[src/mahpmr_pkg.sv]
/*
  Shared constants and types for the station address, multicast hash
  and PHY management register block.
  Assumes a 10 MHz core clock and a register port indexed by word.
*/
`default_nettype none

package mahpmr_pkg;

  // ----------------------------------------------------------------------
  // register indices
  // ----------------------------------------------------------------------
  localparam logic [3:0] OFF_CTRL  = 4'h1;
  localparam logic [3:0] OFF_ADDRU = 4'h2;
  localparam logic [3:0] OFF_STATION_ADDRESS_LOWER = 4'h3;
  localparam logic [3:0] OFF_HASHU = 4'h4;
  localparam logic [3:0] OFF_MULTICAST_HASH_LOWER = 4'h5;
  localparam logic [3:0] OFF_ACC   = 4'h6;
  localparam logic [3:0] OFF_DATA  = 4'h7;

  // ----------------------------------------------------------------------
  // reset values and field positions
  // ----------------------------------------------------------------------
  localparam logic [31:0] RST_ADDRU = 32'h0000ffff;
  localparam logic [31:0] RST_STATION_ADDRESS_LOWER = 32'h0fffffff;
  localparam logic [31:0] RST_HASH  = 32'h00000000;
  localparam logic [31:0] RST_ACC   = 32'h00000000;
  localparam logic [15:0] RST_DATA  = 16'h0000;
  localparam int          CTRL_PASS_BIT = 0;
  localparam int          CTRL_DONE_BIT = 1;
  localparam int          ACC_PHY_LSB   = 11;
  localparam int          ACC_IDX_LSB   = 6;
  localparam int          ACC_DIR_BIT   = 1;
  localparam int          ACC_BUSY_BIT  = 0;

  // ----------------------------------------------------------------------
  // configuration memory byte addresses
  // ----------------------------------------------------------------------
  localparam logic [7:0] CFG_FIRST = 8'h01;
  localparam logic [7:0] CFG_UPPER = 8'h05;
  localparam logic [7:0] CFG_LAST  = 8'h06;

  // ----------------------------------------------------------------------
  // management frame timing and layout
  // ----------------------------------------------------------------------
  localparam int          CLK_PERIOD_NS = 100;
  localparam int          MDC_PERIOD_NS = 400;
  localparam int          MDC_HALF      = (MDC_PERIOD_NS / 2 + CLK_PERIOD_NS - 1) / CLK_PERIOD_NS;
  localparam logic [1:0]  DIV_HIGH      = 2'(MDC_HALF);
  localparam logic [1:0]  DIV_LAST      = 2'(2 * MDC_HALF - 1);
  localparam logic [5:0]  BIT_TA        = 6'h2e;
  localparam logic [5:0]  BIT_DATA      = 6'h30;
  localparam logic [5:0]  BIT_LAST      = 6'h3f;
  localparam logic [31:0] PREAMBLE      = 32'hffffffff;
  localparam logic [1:0]  FR_START      = 2'h1;
  localparam logic [1:0]  FR_OP_WR      = 2'h1;
  localparam logic [1:0]  FR_OP_RD      = 2'h2;
  localparam logic [1:0]  FR_TA_WR      = 2'h2;

  // ----------------------------------------------------------------------
  // hash
  // ----------------------------------------------------------------------
  localparam logic [31:0] CRC_INIT  = 32'hffffffff;
  localparam logic [31:0] CRC_POLYR = 32'hedb88320;

  // ----------------------------------------------------------------------
  // types
  // ----------------------------------------------------------------------
  typedef struct packed {
    logic            valid;
    logic [5:0][7:0] octet;
  } mahpmr_rx_addr_type;

  typedef struct packed {
    logic            valid;
    logic [5:0]      index;
    logic [5:0][7:0] octet;
  } mahpmr_hash_type;

  typedef struct packed {
    logic valid;
    logic accept;
    logic group;
    logic station_hit;
  } mahpmr_filter_type;

  typedef enum logic [1:0] {LD_CHECK = 2'b00, LD_FETCH = 2'b01, LD_DONE = 2'b11} mahpmr_ld_state_type;
  typedef enum logic [1:0] {MG_IDLE = 2'b00, MG_RUN = 2'b01, MG_END = 2'b11} mahpmr_mg_state_type;

endpackage

`default_nettype wire

[src/mahpmr_regs.sv]
/*
  Station address, multicast hash table and PHY management access
  registers, with the power-on address load and the management frame
  engine. Assumes a word-indexed register port, a byte-wide
  configuration memory reader, and a tri-state management data pin.
*/
// The implementer's own choice: strobed register access.
`timescale 1ns/100ps
`default_nettype none

// Functional notes
// - upper address in bits 15-0, resets 0000ffff
// - lower address full word, resets 0fffffff
// - load addresses only if memory programmed
// - bytes 01-04 fill lower, lsb first
// - byte 05 upper 7:0, 06 upper 15:8
// - lower byte 0 is first octet
// - six bit index, top picks half
// - 000000 low bit0, 111111 high bit31
// - group frame accepted when bit set
// - pass-all accepts every group frame
// - high/low hash halves, reset zero
// - bits 10-6 select phy register
// - bit 1 write, else read into data
// - busy set by host, cleared at end
// - read data valid after busy clears
// - data register bits 15-0, rest zero
module mahpmr_regs (
  input  wire logic                           clk,
  input  wire logic                           rst,
  input  wire logic                           ce,
  input  wire logic [3:0]                     addr,
  input  wire logic [31:0]                    wdata,
  input  wire logic                           wr,
  input  wire logic                           rd,
  output var  logic [31:0]                    rdata,
  input  wire logic                           cfg_present,
  output var  logic                           cfg_req,
  output var  logic [7:0]                     cfg_addr,
  input  wire logic                           cfg_ack,
  input  wire logic [7:0]                     cfg_data,
  output var  logic                           load_done,
  output var  logic                           mdc,
  input  wire logic                           mdio_in,
  output var  logic                           mdio_out,
  output var  logic                           mdio_oe_n,
  input  wire mahpmr_pkg::mahpmr_rx_addr_type rx_addr,
  output var  mahpmr_pkg::mahpmr_filter_type  filt
);

  logic [31:0]                     station_address_upper;
  logic [31:0]                     station_address_lower;
  logic [31:0]                     multicast_hash_upper;
  logic [31:0]                     multicast_hash_lower;
  logic [31:0]                     phy_management_access;
  logic [15:0]                     phy_data;
  logic                            pass_all_group_frames;
  mahpmr_pkg::mahpmr_ld_state_type ld_state;
  mahpmr_pkg::mahpmr_mg_state_type mg_state;
  mahpmr_pkg::mahpmr_hash_type     hash;
  logic [1:0]                      div_cnt;
  logic [5:0]                      bit_cnt;
  logic [63:0]                     frame_sr;
  logic [15:0]                     rd_sr;
  logic                            acc_start;
  logic                            mg_read;
  logic                            ld_take;

  assign mg_read   = ~phy_management_access[mahpmr_pkg::ACC_DIR_BIT];
  assign acc_start = wr && ce && addr == mahpmr_pkg::OFF_ACC && mg_state == mahpmr_pkg::MG_IDLE
                     && wdata[mahpmr_pkg::ACC_BUSY_BIT];
  assign ld_take   = ce && ld_state == mahpmr_pkg::LD_FETCH && cfg_ack;

  // ----------------------------------------------------------------------
  // power-on address load
  // ----------------------------------------------------------------------
  always_ff @(posedge clk) begin
    if (rst) begin
      ld_state  <= mahpmr_pkg::LD_CHECK;
      cfg_req   <= 1'b0;
      cfg_addr  <= mahpmr_pkg::CFG_FIRST;
      load_done <= 1'b0;
    end else if (ce) begin
      case (ld_state)
        mahpmr_pkg::LD_CHECK: begin
          if (cfg_present) begin
            ld_state <= mahpmr_pkg::LD_FETCH;
            cfg_req  <= 1'b1;
          end else begin
            ld_state  <= mahpmr_pkg::LD_DONE;
            load_done <= 1'b1;
          end
        end
        mahpmr_pkg::LD_FETCH: begin
          if (cfg_ack) begin
            if (cfg_addr == mahpmr_pkg::CFG_LAST) begin
              ld_state  <= mahpmr_pkg::LD_DONE;
              cfg_req   <= 1'b0;
              load_done <= 1'b1;
            end else begin
              cfg_addr <= cfg_addr + 8'h01;
            end
          end
        end
        mahpmr_pkg::LD_DONE: begin
          cfg_req <= 1'b0;
        end
        default: begin
          ld_state <= mahpmr_pkg::LD_CHECK;
        end
      endcase
    end
  end

  // ----------------------------------------------------------------------
  // station address
  // ----------------------------------------------------------------------
  always_ff @(posedge clk) begin
    if (rst) begin
      station_address_upper <= mahpmr_pkg::RST_ADDRU;
      station_address_lower <= mahpmr_pkg::RST_STATION_ADDRESS_LOWER;
    end else if (ld_take) begin
      case (cfg_addr)
        8'h01:   station_address_lower[7:0]   <= cfg_data;
        8'h02:   station_address_lower[15:8]  <= cfg_data;
        8'h03:   station_address_lower[23:16] <= cfg_data;
        8'h04:   station_address_lower[31:24] <= cfg_data;
        8'h05:   station_address_upper[7:0]   <= cfg_data;
        8'h06:   station_address_upper[15:8]  <= cfg_data;
        default: station_address_upper[15:8]  <= station_address_upper[15:8];
      endcase
    end else if (wr && ce && load_done) begin
      if (addr == mahpmr_pkg::OFF_ADDRU) begin
        station_address_upper <= {16'h0000, wdata[15:0]};
      end
      if (addr == mahpmr_pkg::OFF_STATION_ADDRESS_LOWER) begin
        station_address_lower <= wdata;
      end
    end
  end

  // ----------------------------------------------------------------------
  // hash table and control
  // ----------------------------------------------------------------------
  always_ff @(posedge clk) begin
    if (rst) begin
      multicast_hash_upper  <= mahpmr_pkg::RST_HASH;
      multicast_hash_lower  <= mahpmr_pkg::RST_HASH;
      pass_all_group_frames <= 1'b0;
    end else if (wr && ce) begin
      if (addr == mahpmr_pkg::OFF_HASHU) begin
        multicast_hash_upper <= wdata;
      end
      if (addr == mahpmr_pkg::OFF_MULTICAST_HASH_LOWER) begin
        multicast_hash_lower <= wdata;
      end
      if (addr == mahpmr_pkg::OFF_CTRL) begin
        pass_all_group_frames <= wdata[mahpmr_pkg::CTRL_PASS_BIT];
      end
    end
  end

  // ----------------------------------------------------------------------
  // management access and data
  // ----------------------------------------------------------------------
  always_ff @(posedge clk) begin
    if (rst) begin
      phy_management_access <= mahpmr_pkg::RST_ACC;
    end else if (ce) begin
      if (acc_start) begin
        phy_management_access <= {16'h0000, wdata[15:6], 4'h0, wdata[1:0]};
      end else if (wr && addr == mahpmr_pkg::OFF_ACC && mg_state == mahpmr_pkg::MG_IDLE) begin
        phy_management_access <= {16'h0000, wdata[15:6], 4'h0, wdata[1], 1'b0};
      end else if (mg_state == mahpmr_pkg::MG_END) begin
        phy_management_access[mahpmr_pkg::ACC_BUSY_BIT] <= 1'b0;
      end
    end
  end

  always_ff @(posedge clk) begin
    if (rst) begin
      phy_data <= mahpmr_pkg::RST_DATA;
    end else if (ce) begin
      if (mg_state == mahpmr_pkg::MG_END && mg_read) begin
        phy_data <= rd_sr;
      end else if (wr && addr == mahpmr_pkg::OFF_DATA && mg_state == mahpmr_pkg::MG_IDLE) begin
        phy_data <= wdata[15:0];
      end
    end
  end

  // ----------------------------------------------------------------------
  // management frame engine
  // ----------------------------------------------------------------------
  always_ff @(posedge clk) begin
    if (rst) begin
      mg_state  <= mahpmr_pkg::MG_IDLE;
      div_cnt   <= 2'h0;
      bit_cnt   <= 6'h00;
      frame_sr  <= '0;
      rd_sr     <= 16'h0000;
      mdc       <= 1'b0;
      mdio_out  <= 1'b1;
      mdio_oe_n <= 1'b1;
    end else if (ce) begin
      case (mg_state)
        mahpmr_pkg::MG_IDLE: begin
          mdc       <= 1'b0;
          mdio_oe_n <= 1'b1;
          if (acc_start) begin
            mg_state <= mahpmr_pkg::MG_RUN;
            div_cnt  <= 2'h0;
            bit_cnt  <= 6'h00;
            frame_sr <= {mahpmr_pkg::PREAMBLE, mahpmr_pkg::FR_START,
                         wdata[1] ? mahpmr_pkg::FR_OP_WR : mahpmr_pkg::FR_OP_RD,
                         wdata[15:11], wdata[10:6],
                         mahpmr_pkg::FR_TA_WR, phy_data};
          end
        end
        mahpmr_pkg::MG_RUN: begin
          div_cnt <= (div_cnt == mahpmr_pkg::DIV_LAST) ? 2'h0 : div_cnt + 2'h1;
          if (div_cnt == 2'h0) begin
            mdc       <= 1'b0;
            mdio_out  <= frame_sr[63];
            mdio_oe_n <= mg_read && bit_cnt >= mahpmr_pkg::BIT_TA;
          end
          if (div_cnt == mahpmr_pkg::DIV_HIGH) begin
            mdc <= 1'b1;
            if (mg_read && bit_cnt >= mahpmr_pkg::BIT_DATA) begin
              rd_sr <= {rd_sr[14:0], mdio_in};
            end
          end
          if (div_cnt == mahpmr_pkg::DIV_LAST) begin
            frame_sr <= {frame_sr[62:0], 1'b1};
            bit_cnt  <= bit_cnt + 6'h01;
            if (bit_cnt == mahpmr_pkg::BIT_LAST) begin
              mg_state <= mahpmr_pkg::MG_END;
            end
          end
        end
        mahpmr_pkg::MG_END: begin
          mdc       <= 1'b0;
          mdio_oe_n <= 1'b1;
          mdio_out  <= 1'b1;
          mg_state  <= mahpmr_pkg::MG_IDLE;
        end
        default: begin
          mg_state <= mahpmr_pkg::MG_IDLE;
        end
      endcase
    end
  end

  // ----------------------------------------------------------------------
  // receive address filter
  // ----------------------------------------------------------------------
  mahpmr_hash u_hash (
    .clk     (clk),
    .rst     (rst),
    .ce      (ce),
    .rx_addr (rx_addr),
    .hash    (hash)
  );

  always_ff @(posedge clk) begin
    if (rst) begin
      filt <= '0;
    end else if (ce) begin
      filt.valid       <= hash.valid;
      filt.group       <= hash.octet[0][0];
      filt.station_hit <= hash.octet == {station_address_upper[15:0], station_address_lower};
      if (hash.octet[0][0]) begin
        filt.accept <= pass_all_group_frames
                       || (hash.index[5] ? multicast_hash_upper[hash.index[4:0]]
                                         : multicast_hash_lower[hash.index[4:0]]);
      end else begin
        filt.accept <= hash.octet == {station_address_upper[15:0], station_address_lower};
      end
    end
  end

  // ----------------------------------------------------------------------
  // register read port
  // ----------------------------------------------------------------------
  always_ff @(posedge clk) begin
    if (rst) begin
      rdata <= 32'h00000000;
    end else if (ce) begin
      if (rd) begin
        case (addr)
          mahpmr_pkg::OFF_CTRL:  rdata <= {30'h00000000, load_done, pass_all_group_frames};
          mahpmr_pkg::OFF_ADDRU: rdata <= station_address_upper;
          mahpmr_pkg::OFF_STATION_ADDRESS_LOWER: rdata <= station_address_lower;
          mahpmr_pkg::OFF_HASHU: rdata <= multicast_hash_upper;
          mahpmr_pkg::OFF_MULTICAST_HASH_LOWER: rdata <= multicast_hash_lower;
          mahpmr_pkg::OFF_ACC:   rdata <= phy_management_access;
          mahpmr_pkg::OFF_DATA:  rdata <= {16'h0000, phy_data};
          default:               rdata <= 32'h00000000;
        endcase
      end else begin
        rdata <= 32'h00000000;
      end
    end
  end

  // ----------------------------------------------------------------------
  // checks
  // ----------------------------------------------------------------------
  addr_reset_a: assert property (@(posedge clk) $fell(rst) |->
    station_address_upper == mahpmr_pkg::RST_ADDRU && station_address_lower == mahpmr_pkg::RST_STATION_ADDRESS_LOWER)
    else $error("station address reset value wrong");
  hash_reset_a: assert property (@(posedge clk) $fell(rst) |->
    multicast_hash_upper == 32'h00000000 && multicast_hash_lower == 32'h00000000)
    else $error("hash table reset value wrong");
  load_lower_a: assert property (@(posedge clk) disable iff (rst)
    ld_take && cfg_addr == mahpmr_pkg::CFG_FIRST |=> station_address_lower[7:0] == $past(cfg_data))
    else $error("first memory byte not in lower byte 0");
  load_upper_a: assert property (@(posedge clk) disable iff (rst)
    ld_take && cfg_addr == mahpmr_pkg::CFG_LAST |=> station_address_upper[15:8] == $past(cfg_data) && load_done)
    else $error("last memory byte not in upper byte 1");
  busy_hold_a: assert property (@(posedge clk) disable iff (rst)
    acc_start |=> phy_management_access[0] throughout (mg_state != mahpmr_pkg::MG_IDLE)[*8])
    else $error("busy dropped while access runs");
  busy_clear_a: assert property (@(posedge clk) disable iff (rst)
    ce && mg_state == mahpmr_pkg::MG_END |=> !phy_management_access[0] && mg_state == mahpmr_pkg::MG_IDLE)
    else $error("busy not cleared at access end");
  read_data_a: assert property (@(posedge clk) disable iff (rst)
    ce && mg_state == mahpmr_pkg::MG_END && mg_read |=> phy_data == $past(rd_sr))
    else $error("read result not stored at end");
  pass_all_a: assert property (@(posedge clk) disable iff (rst)
    ce && hash.valid && hash.octet[0][0] && pass_all_group_frames |=> filt.valid && filt.accept)
    else $error("group frame refused under pass all");
  // whole table as one word: index 0 is low bit 0, index 63 high bit 31
  logic [63:0] hash_table;
  assign hash_table = {multicast_hash_upper, multicast_hash_lower};
  hash_pick_a: assert property (@(posedge clk) disable iff (rst)
    ce && hash.valid && hash.octet[0][0] && !pass_all_group_frames
    |=> filt.accept == $past(hash_table[hash.index]))
    else $error("group accept not tied to indexed table bit");

endmodule

`default_nettype wire

[src/mahpmr_hash.sv]
/*
  Hash index unit: folds a received destination address into the six
  bit multicast table index, one cycle after the address is offered.
  Assumes octet 0 is the first octet received, bits sent lsb first.
*/
`timescale 1ns/100ps
`default_nettype none

module mahpmr_hash (
  input  wire logic                         clk,
  input  wire logic                         rst,
  input  wire logic                         ce,
  input  wire mahpmr_pkg::mahpmr_rx_addr_type rx_addr,
  output var  mahpmr_pkg::mahpmr_hash_type    hash
);

  // ----------------------------------------------------------------------
  // crc over the six octets
  // ----------------------------------------------------------------------
  function automatic logic [5:0] addr_index(input logic [5:0][7:0] oct);
    logic [31:0] crc;
    logic        fb;
    crc = mahpmr_pkg::CRC_INIT;
    fb  = 1'b0;
    for (int i = 0; i < 6; i++) begin
      for (int b = 0; b < 8; b++) begin
        fb  = crc[0] ^ oct[i][b];
        crc = (crc >> 1) ^ (fb ? mahpmr_pkg::CRC_POLYR : 32'h00000000);
      end
    end
    // upper six fcs bits, held reflected in the low end
    return {crc[0], crc[1], crc[2], crc[3], crc[4], crc[5]};
  endfunction

  always_ff @(posedge clk) begin
    if (rst) begin
      hash <= '0;
    end else if (ce) begin
      hash.valid <= rx_addr.valid;
      hash.octet <= rx_addr.octet;
      hash.index <= addr_index(rx_addr.octet);
    end
  end

endmodule

`default_nettype wire

[config.mk]
export PLATFORM = sky130hd
export DESIGN_NAME = mahpmr_regs
export DESIGN_NICKNAME = d
export VERILOG_FILES = /design/src/mahpmr_pkg.sv /design/src/mahpmr_regs.sv /design/src/mahpmr_hash.sv
export SDC_FILE = /design/constraint.sdc
export NUM_CORES = 1
export LEC_CHECK = 0
export CAP_MARGIN = 20
export CELL_PAD_IN_SITES_DETAIL_PLACEMENT = 0
export CELL_PAD_IN_SITES_GLOBAL_PLACEMENT = 1
export CORE_UTILIZATION = 50
export CTS_CLUSTER_DIAMETER = 40
export DETAILED_ROUTE_END_ITERATION = 10
export DONT_BUFFER_PORTS = 1
export GPL_TIMING_DRIVEN = 0
export PLACE_DENSITY = 0.91
export SLEW_MARGIN = 40
export SYNTH_ARGS = -nofsm -noshare
export SYNTH_HDL_FRONTEND = slang
export SYNTH_HIERARCHICAL = 1
export SYNTH_SLANG_ARGS = --single-unit
[constraint.sdc]
create_clock -name clk -period 9.55 [get_ports clk]
set_clock_uncertainty 0.2 [all_clocks]
set_input_delay 1.91 -clock clk [delete_from_list [all_inputs] [get_ports clk]]
set_output_delay 1.91 -clock clk [all_outputs]
set_load 0.03 [all_outputs]
After elaboration in Yosys (flattened, before gate mapping):

Cells that the tools add are included.

* reductions and logical operators: 53
* bitwise gates (word level): 98
* equal/unequal tests: 36
* $add $sub $neg: 3
* mux-type cells: 107
* order comparisons: 3

Operator list (count)
* $mux 32: 27
* $xor 31x32->32: 21
* $pmux 32 s7: 1
* $mux 16: 9
* $mux 64: 2
* $pmux 64 s2: 1
* $mux 31: 2
* $mux 10: 6
* $mux 28: 2
* $mux 25: 2
* $eq 48x48->1: 1
* $mux 8: 6
* $xor 1x1->1: 47
* $mux 22: 2
* $not 31->31: 1
* $xor 31x31->31: 1
* $mux 30: 1
* $mux 6: 5
* $reduce_and 3->1: 10
* $xor 30x30->30: 1
* $xor 29x29->29: 1
* $xor 28x28->28: 1
* $mux 27: 1
* $xor 27x27->27: 1
* other kinds (60): 148

* input bits: 101
* flip-flop bits (word level): 357
* word-level logic and storage cells: 337

Depth between registers and ports, before layout:

* depth in word-level cells: 143
* depth in mapped cells: 10

Cells and area by module:

The synthesis kept the hierarchy.

Modules (own cells, without submodules)
* mahpmr_regs: times used 1, area each 12894.9 µm², sequential area each 5645.4 µm², cells each 1503
* mahpmr_hash: times used 1, area each 4379.2 µm², sequential area each 1101.1 µm², cells each 377

Least setup slack after synthesis:

Ideal clock, no wire load.

* kind: input port to flip-flop
* start: input port rx_addr[1] (netlist bit)
* end: register u_hash/hash[49] (netlist name)
* required time: 9.255 ns
* setup slack: 4.590 ns
* stages on the path: 10
* data arrival time: 4.665 ns
* library setup time: 0.095 ns
* path through: buf_6 xor3_2 xnor2_1 xnor3_2 xnor3_1 xnor2_2 xnor3_1 xor2_1 or3_1 o311ai_1

* word-level cells in the longest chain between the ends: 63
* elaborated cells between the ends (all ways): 101
* those cells by class: 27 x mux; 74 x bitwise

RTL lines
* start, declared: line mahpmr_regs.sv:47 `input wire mahpmr_pkg::mahpmr_rx_addr_type rx_addr,`
* $xor 1x1->1 *: line mahpmr_hash.sv:27 `fb = crc[0] ^ oct[i][b];`
* $mux 32 *: line mahpmr_hash.sv:28 `crc = (crc >> 1) ^ (fb ? mahpmr_pkg::CRC_POLYR : 32'h00000000);`
* $xor 31x32->32 * (6 in a row): line mahpmr_hash.sv:28
* $xor 1x1->1 or $xor 31x32->32 (tied branches): line mahpmr_hash.sv:27, mahpmr_hash.sv:28
* $mux 32 or $xor 31x32->32 (tied branches): line mahpmr_hash.sv:28
* $xor 31x32->32 * (6 in a row): line mahpmr_hash.sv:28
* $xor 1x1->1 or $xor 31x32->32 (tied branches): line mahpmr_hash.sv:27, mahpmr_hash.sv:28
* $mux 32 or $xor 31x32->32 (tied branches): line mahpmr_hash.sv:28
* [37 not listed]
* $xor 11x11->11 *: line mahpmr_hash.sv:28
* $xor 1x1->1 or $xor 10x10->10 (tied branches): line mahpmr_hash.sv:27, mahpmr_hash.sv:28
* $mux 10 or $xor 9x9->9 (tied branches): line mahpmr_hash.sv:28
* $xor 10x10->10 *: line mahpmr_hash.sv:28
* $xor 9x9->9 *: line mahpmr_hash.sv:28
* $xor 8x8->8 *: line mahpmr_hash.sv:28
* $xor 7x7->7 *: line mahpmr_hash.sv:28
* $xor 6x6->6 *: line mahpmr_hash.sv:28

Every way passes the cells marked *; elsewhere a longest branch is shown, timed or not.
A chain may end at the register's enable or synchronous reset.

Final worst setup path:

* start: input port rx_addr[18] (netlist bit)
* end: register u_hash/hash[50] (netlist name)

* word-level cells in the longest chain between the ends: 40
* elaborated cells between the ends (all ways): 48
* those cells by class: 9 x mux; 39 x bitwise

RTL lines (line)
* $xor 1x1->1 *: mahpmr_hash.sv:27
* $mux 32 *: mahpmr_hash.sv:28
* $xor 31x32->32 * (4 in a row): mahpmr_hash.sv:28
* $xor 31x31->31 *: mahpmr_hash.sv:28
* $xor 30x30->30 *: mahpmr_hash.sv:28
* $xor 1x1->1 or $xor 29x29->29 (tied branches): mahpmr_hash.sv:27, mahpmr_hash.sv:28
* $mux 28 or $xor 28x28->28 (tied branches): mahpmr_hash.sv:28
* $xor 29x29->29 *: mahpmr_hash.sv:28
* [21 not listed]
* $xor 1x1->1 or $xor 11x11->11 (tied branches): mahpmr_hash.sv:27, mahpmr_hash.sv:28
* $mux 10 or $xor 10x10->10 (tied branches): mahpmr_hash.sv:28
* $xor 11x11->11 *: mahpmr_hash.sv:28
* $xor 10x10->10 *: mahpmr_hash.sv:28
* $xor 9x9->9 *: mahpmr_hash.sv:28
* $xor 8x8->8 *: mahpmr_hash.sv:28
* $xor 7x7->7 *: mahpmr_hash.sv:28
* $xor 6x6->6 *: mahpmr_hash.sv:28

Marks and branches as above.

==> results.yml <==
clocking:
  path_clk_slew_ps: 50
  root_buffer: "clkbuf_16"
  postCtsSetupBuffers: 0
  cts_buffers: 50
  cts_buffer_depth: 3
  clock-sinks: 337
  hold_buffers: 0
  h-tree-depth: 2
  cts_tree: "done"
  clk_latency_ps: 580
  cts_resized: 0
run:
  drv_cap: 0
detailed_routing:
  first_pass_iters: 7
  drt_iter0_drc: 1688
  dr_total_vias: 14600
  ant_nets: 0
  wire_per_inst_um: 23.5
  drc: 0
  wirelength_mm: 56.8
  viasPerCell: 6.03
run_status:
  status: "complete, no violations"
final_layout:
  syn_to_final_growth_pct: 13.2
  final_cells: 2418
  drive_gt1_share_pct: 8.88
  final_common_cell: "dfxtp_1"
  n_antenna_cell: 0
  num-nets-final: 2045
  fill_cells: 2953
  layout_common_cells: "dfxtp_1, nor2_1, nand2_1"
power:
  p_leak_nw: 6.95
  p_per_area_nw_per_um2: 279
  p_sw_mw: 1.69
  pwr-share-comb_pct: 38.3
  switching_share_pct: 30.9
  irDropWorstVdd_mv: 0.527
  power_mw: 5.46
  p_int_mw: 3.77
  p_clk_share_pct: 34.2
  pwr-share-seq_pct: 27.6
placement:
  dp.final_hpwl_mm: 43.5
  io_buffers: 0
  place_congestion: 1.02
  dp.cells: 2328
synth:
  synth_cell_types: 66
  yosys_warnings: 6
  async_flop_share_pct: 0
  yosysSeqAreaShare_pct: 39.1
  netlist_area_um2: 17300
  ys_seq_elements: 337
  synth_edf_count: 0
  syn_nets: 1993
  ys.flop_type: "dfxtp_1"
  synthCells: 1880
  synth.avg_cell_area_um2: 9.19
grt:
  grt.overflow.total: 0
  grt_pass1_vias: 13900
  groute.usage.overall_pct: 31.9
  grt_max_degree: 14
  grt_pass1_wl_mm: 85.2
  grt_antenna_before_repair: 0
sta:
  tns_ps: 0
  rsz0062_at_grt: "no"
  fmax_ghz: 0.208
  post-route-min-period_ps: 4810
  tightest_slew_ps: 895
  final-hold-violation-count: 0
  slew_viol_final: 0
  period_share_pct: 50.4
  maxSlewHeadroom_pct: 40.3
  setup_violations: 0
worst_setup_path:
  crit_type: "input pin to register"
  cp.arrival_ps: 5060
  cp.required_ps: 9800
  critPathMaxFanout: 5
  cp-start-kind: "input pin"
  reg2reg_depth: 6
  end_kind: "register"
die:
  die_h_um: 188
  die_w_um: 188
  ios: 150
  die-area_um2: 35300
  start_util_pct: 51.1
  core_area_um2: 33800
  fp-row-count: 67
hold_path:
  worst_hold_path_type: "register to register"
  hold_depth: 2
==> metrics by stage <==
step / worst slack (ps) / cell area [µm²] / hold WS (ps) / utilization (%)
after floorplan: 4590 / 17300 / 222 / -
after global placement: 4220 / 17800 / 233 / 52.8
after detailed placement: 4160 / 17800 / 248 / 52.8
after CTS: 4730 / 19600 / 253 / 57.9
after global routing: 4590 / 19600 / 268 / 57.9
final: 4740 / 19600 / 251 / 57.9
==> synth_stat cells, types with 4 or more instances <==
master    number  share of area (%)
ha_1          12               0.87
buf_1          7               0.15
nor3b_1        4               0.17
a222oi_1      22                1.3
a211oi_1      48                2.1
nor2b_1        5               0.18
nand3_1       12               0.35
nand4_1       15               0.54
and3_1         8               0.29
nand2_1      171                3.7
mux4_2        14                1.8
a211o_1       24                1.2
or2_2          7               0.25
clkbuf_1     101                2.2
nor2_1       273                5.9
xnor2_1      113                5.7
o21ai_0       20               0.58
nor3_1         8               0.23
xor2_1        63                3.2
a22oi_1       41                1.8
buf_4         11               0.48
a21oi_1      149                4.3
nor4_1         7               0.25
xnor3_2        4               0.55
a31oi_1       17               0.62
mux2i_1      135                7.8
dfxtp_1      337                 39
nand2b_1      20               0.72
a311oi_1      35                1.8
xor3_1         4               0.55
inv_1         59                1.3
xnor3_1       35                4.6
o21ai_1        7               0.20
xnor2_2        8               0.75
and2_1        11               0.40
buf_2         26               0.75
==> sequential cells by signal, summed over array words and instances (netlist names) <==
register and count:
mdio_out 1, phy_data 16, station_address_upper 16, phy_management_access 12, frame_sr 64, bit_cnt 6
multicast_hash_upper 32, rdata 32, div_cnt 2, rd_sr 16, cfg_req 1, filt 4
mdio_oe_n 1, multicast_hash_lower 32, ld_state 2, load_done 1, cfg_addr 8, mg_state 2
mdc 1, pass_all_group_frames 1, station_address_lower 32, u_hash/hash 55
==> power groups by stage <==
stage                     clock network (mW)  logic (mW)  registers [mW]
after floorplan                            0        1.70            1.51
final                                   1.87        2.09            1.50
after global placement                     0        2.03            1.53
after CTS                               1.88        2.05            1.50
after global routing                    1.95        2.23            1.51
after detailed placement                   0        2.03            1.53
==> cell families after synthesis <==
| group | Yosys count | share of synthesized area [%] |
|---|---|---|
| AO/OA/AOI/OAI | 383 | 14.9 |
| XOR/XNOR | 235 | 16.5 |
| adder cells (fa/ha/maj) | 12 | 0.869 |
| buffers and inverters | 206 | 4.99 |
| flip-flops | 337 | 39.1 |
| multiplexers | 149 | 9.65 |
| AND/OR/NAND/NOR | 558 | 14.1 |
==> routing by layer <==
metal  GRT usage [%]  vias to the layer above  wire (µm)
met4            12.4                        0       2180
li1                -                     6657          -
met1            43.0                     6960      23700
met3            9.08                      164       6430
met5               0                        -          0
met2            48.3                      806      24500
==> critical path: stages <==
cell and delay (ps):
clkbuf_1 390, xnor3_1 420, xor2_1 160, xnor2_1 420, xnor3_1 570, xnor2_1 210, xor2_1 280, xnor3_1 480
mux2i_1 160, nor2_1 60
==> worst paths after layout <==
kind	startpoint	to	slack, ps
worst max register to register	ld_state[1]	station_address_lower[5]	6490
worst max-delay path	rx_addr[18]	u_hash/hash[50]	4740
worst min register to register	u_hash/hash[48]	u_hash/hash[48]	250
worst min-delay path	u_hash/hash[48]	u_hash/hash[48]	250
==> cell type report <==
cell class	count	area (µm²)	share of cell area [%]
Sequential cell	337	6750	34.5
Multi-Input combinational cell	1337	9670	49.4
Buffer	147	643	3.29
Tap cell	448	561	2.87
Inverter	59	221	1.13
Clock buffer	64	1420	7.23
Clock inverter	26	308	1.57
(Power assumes the default switching activity.)
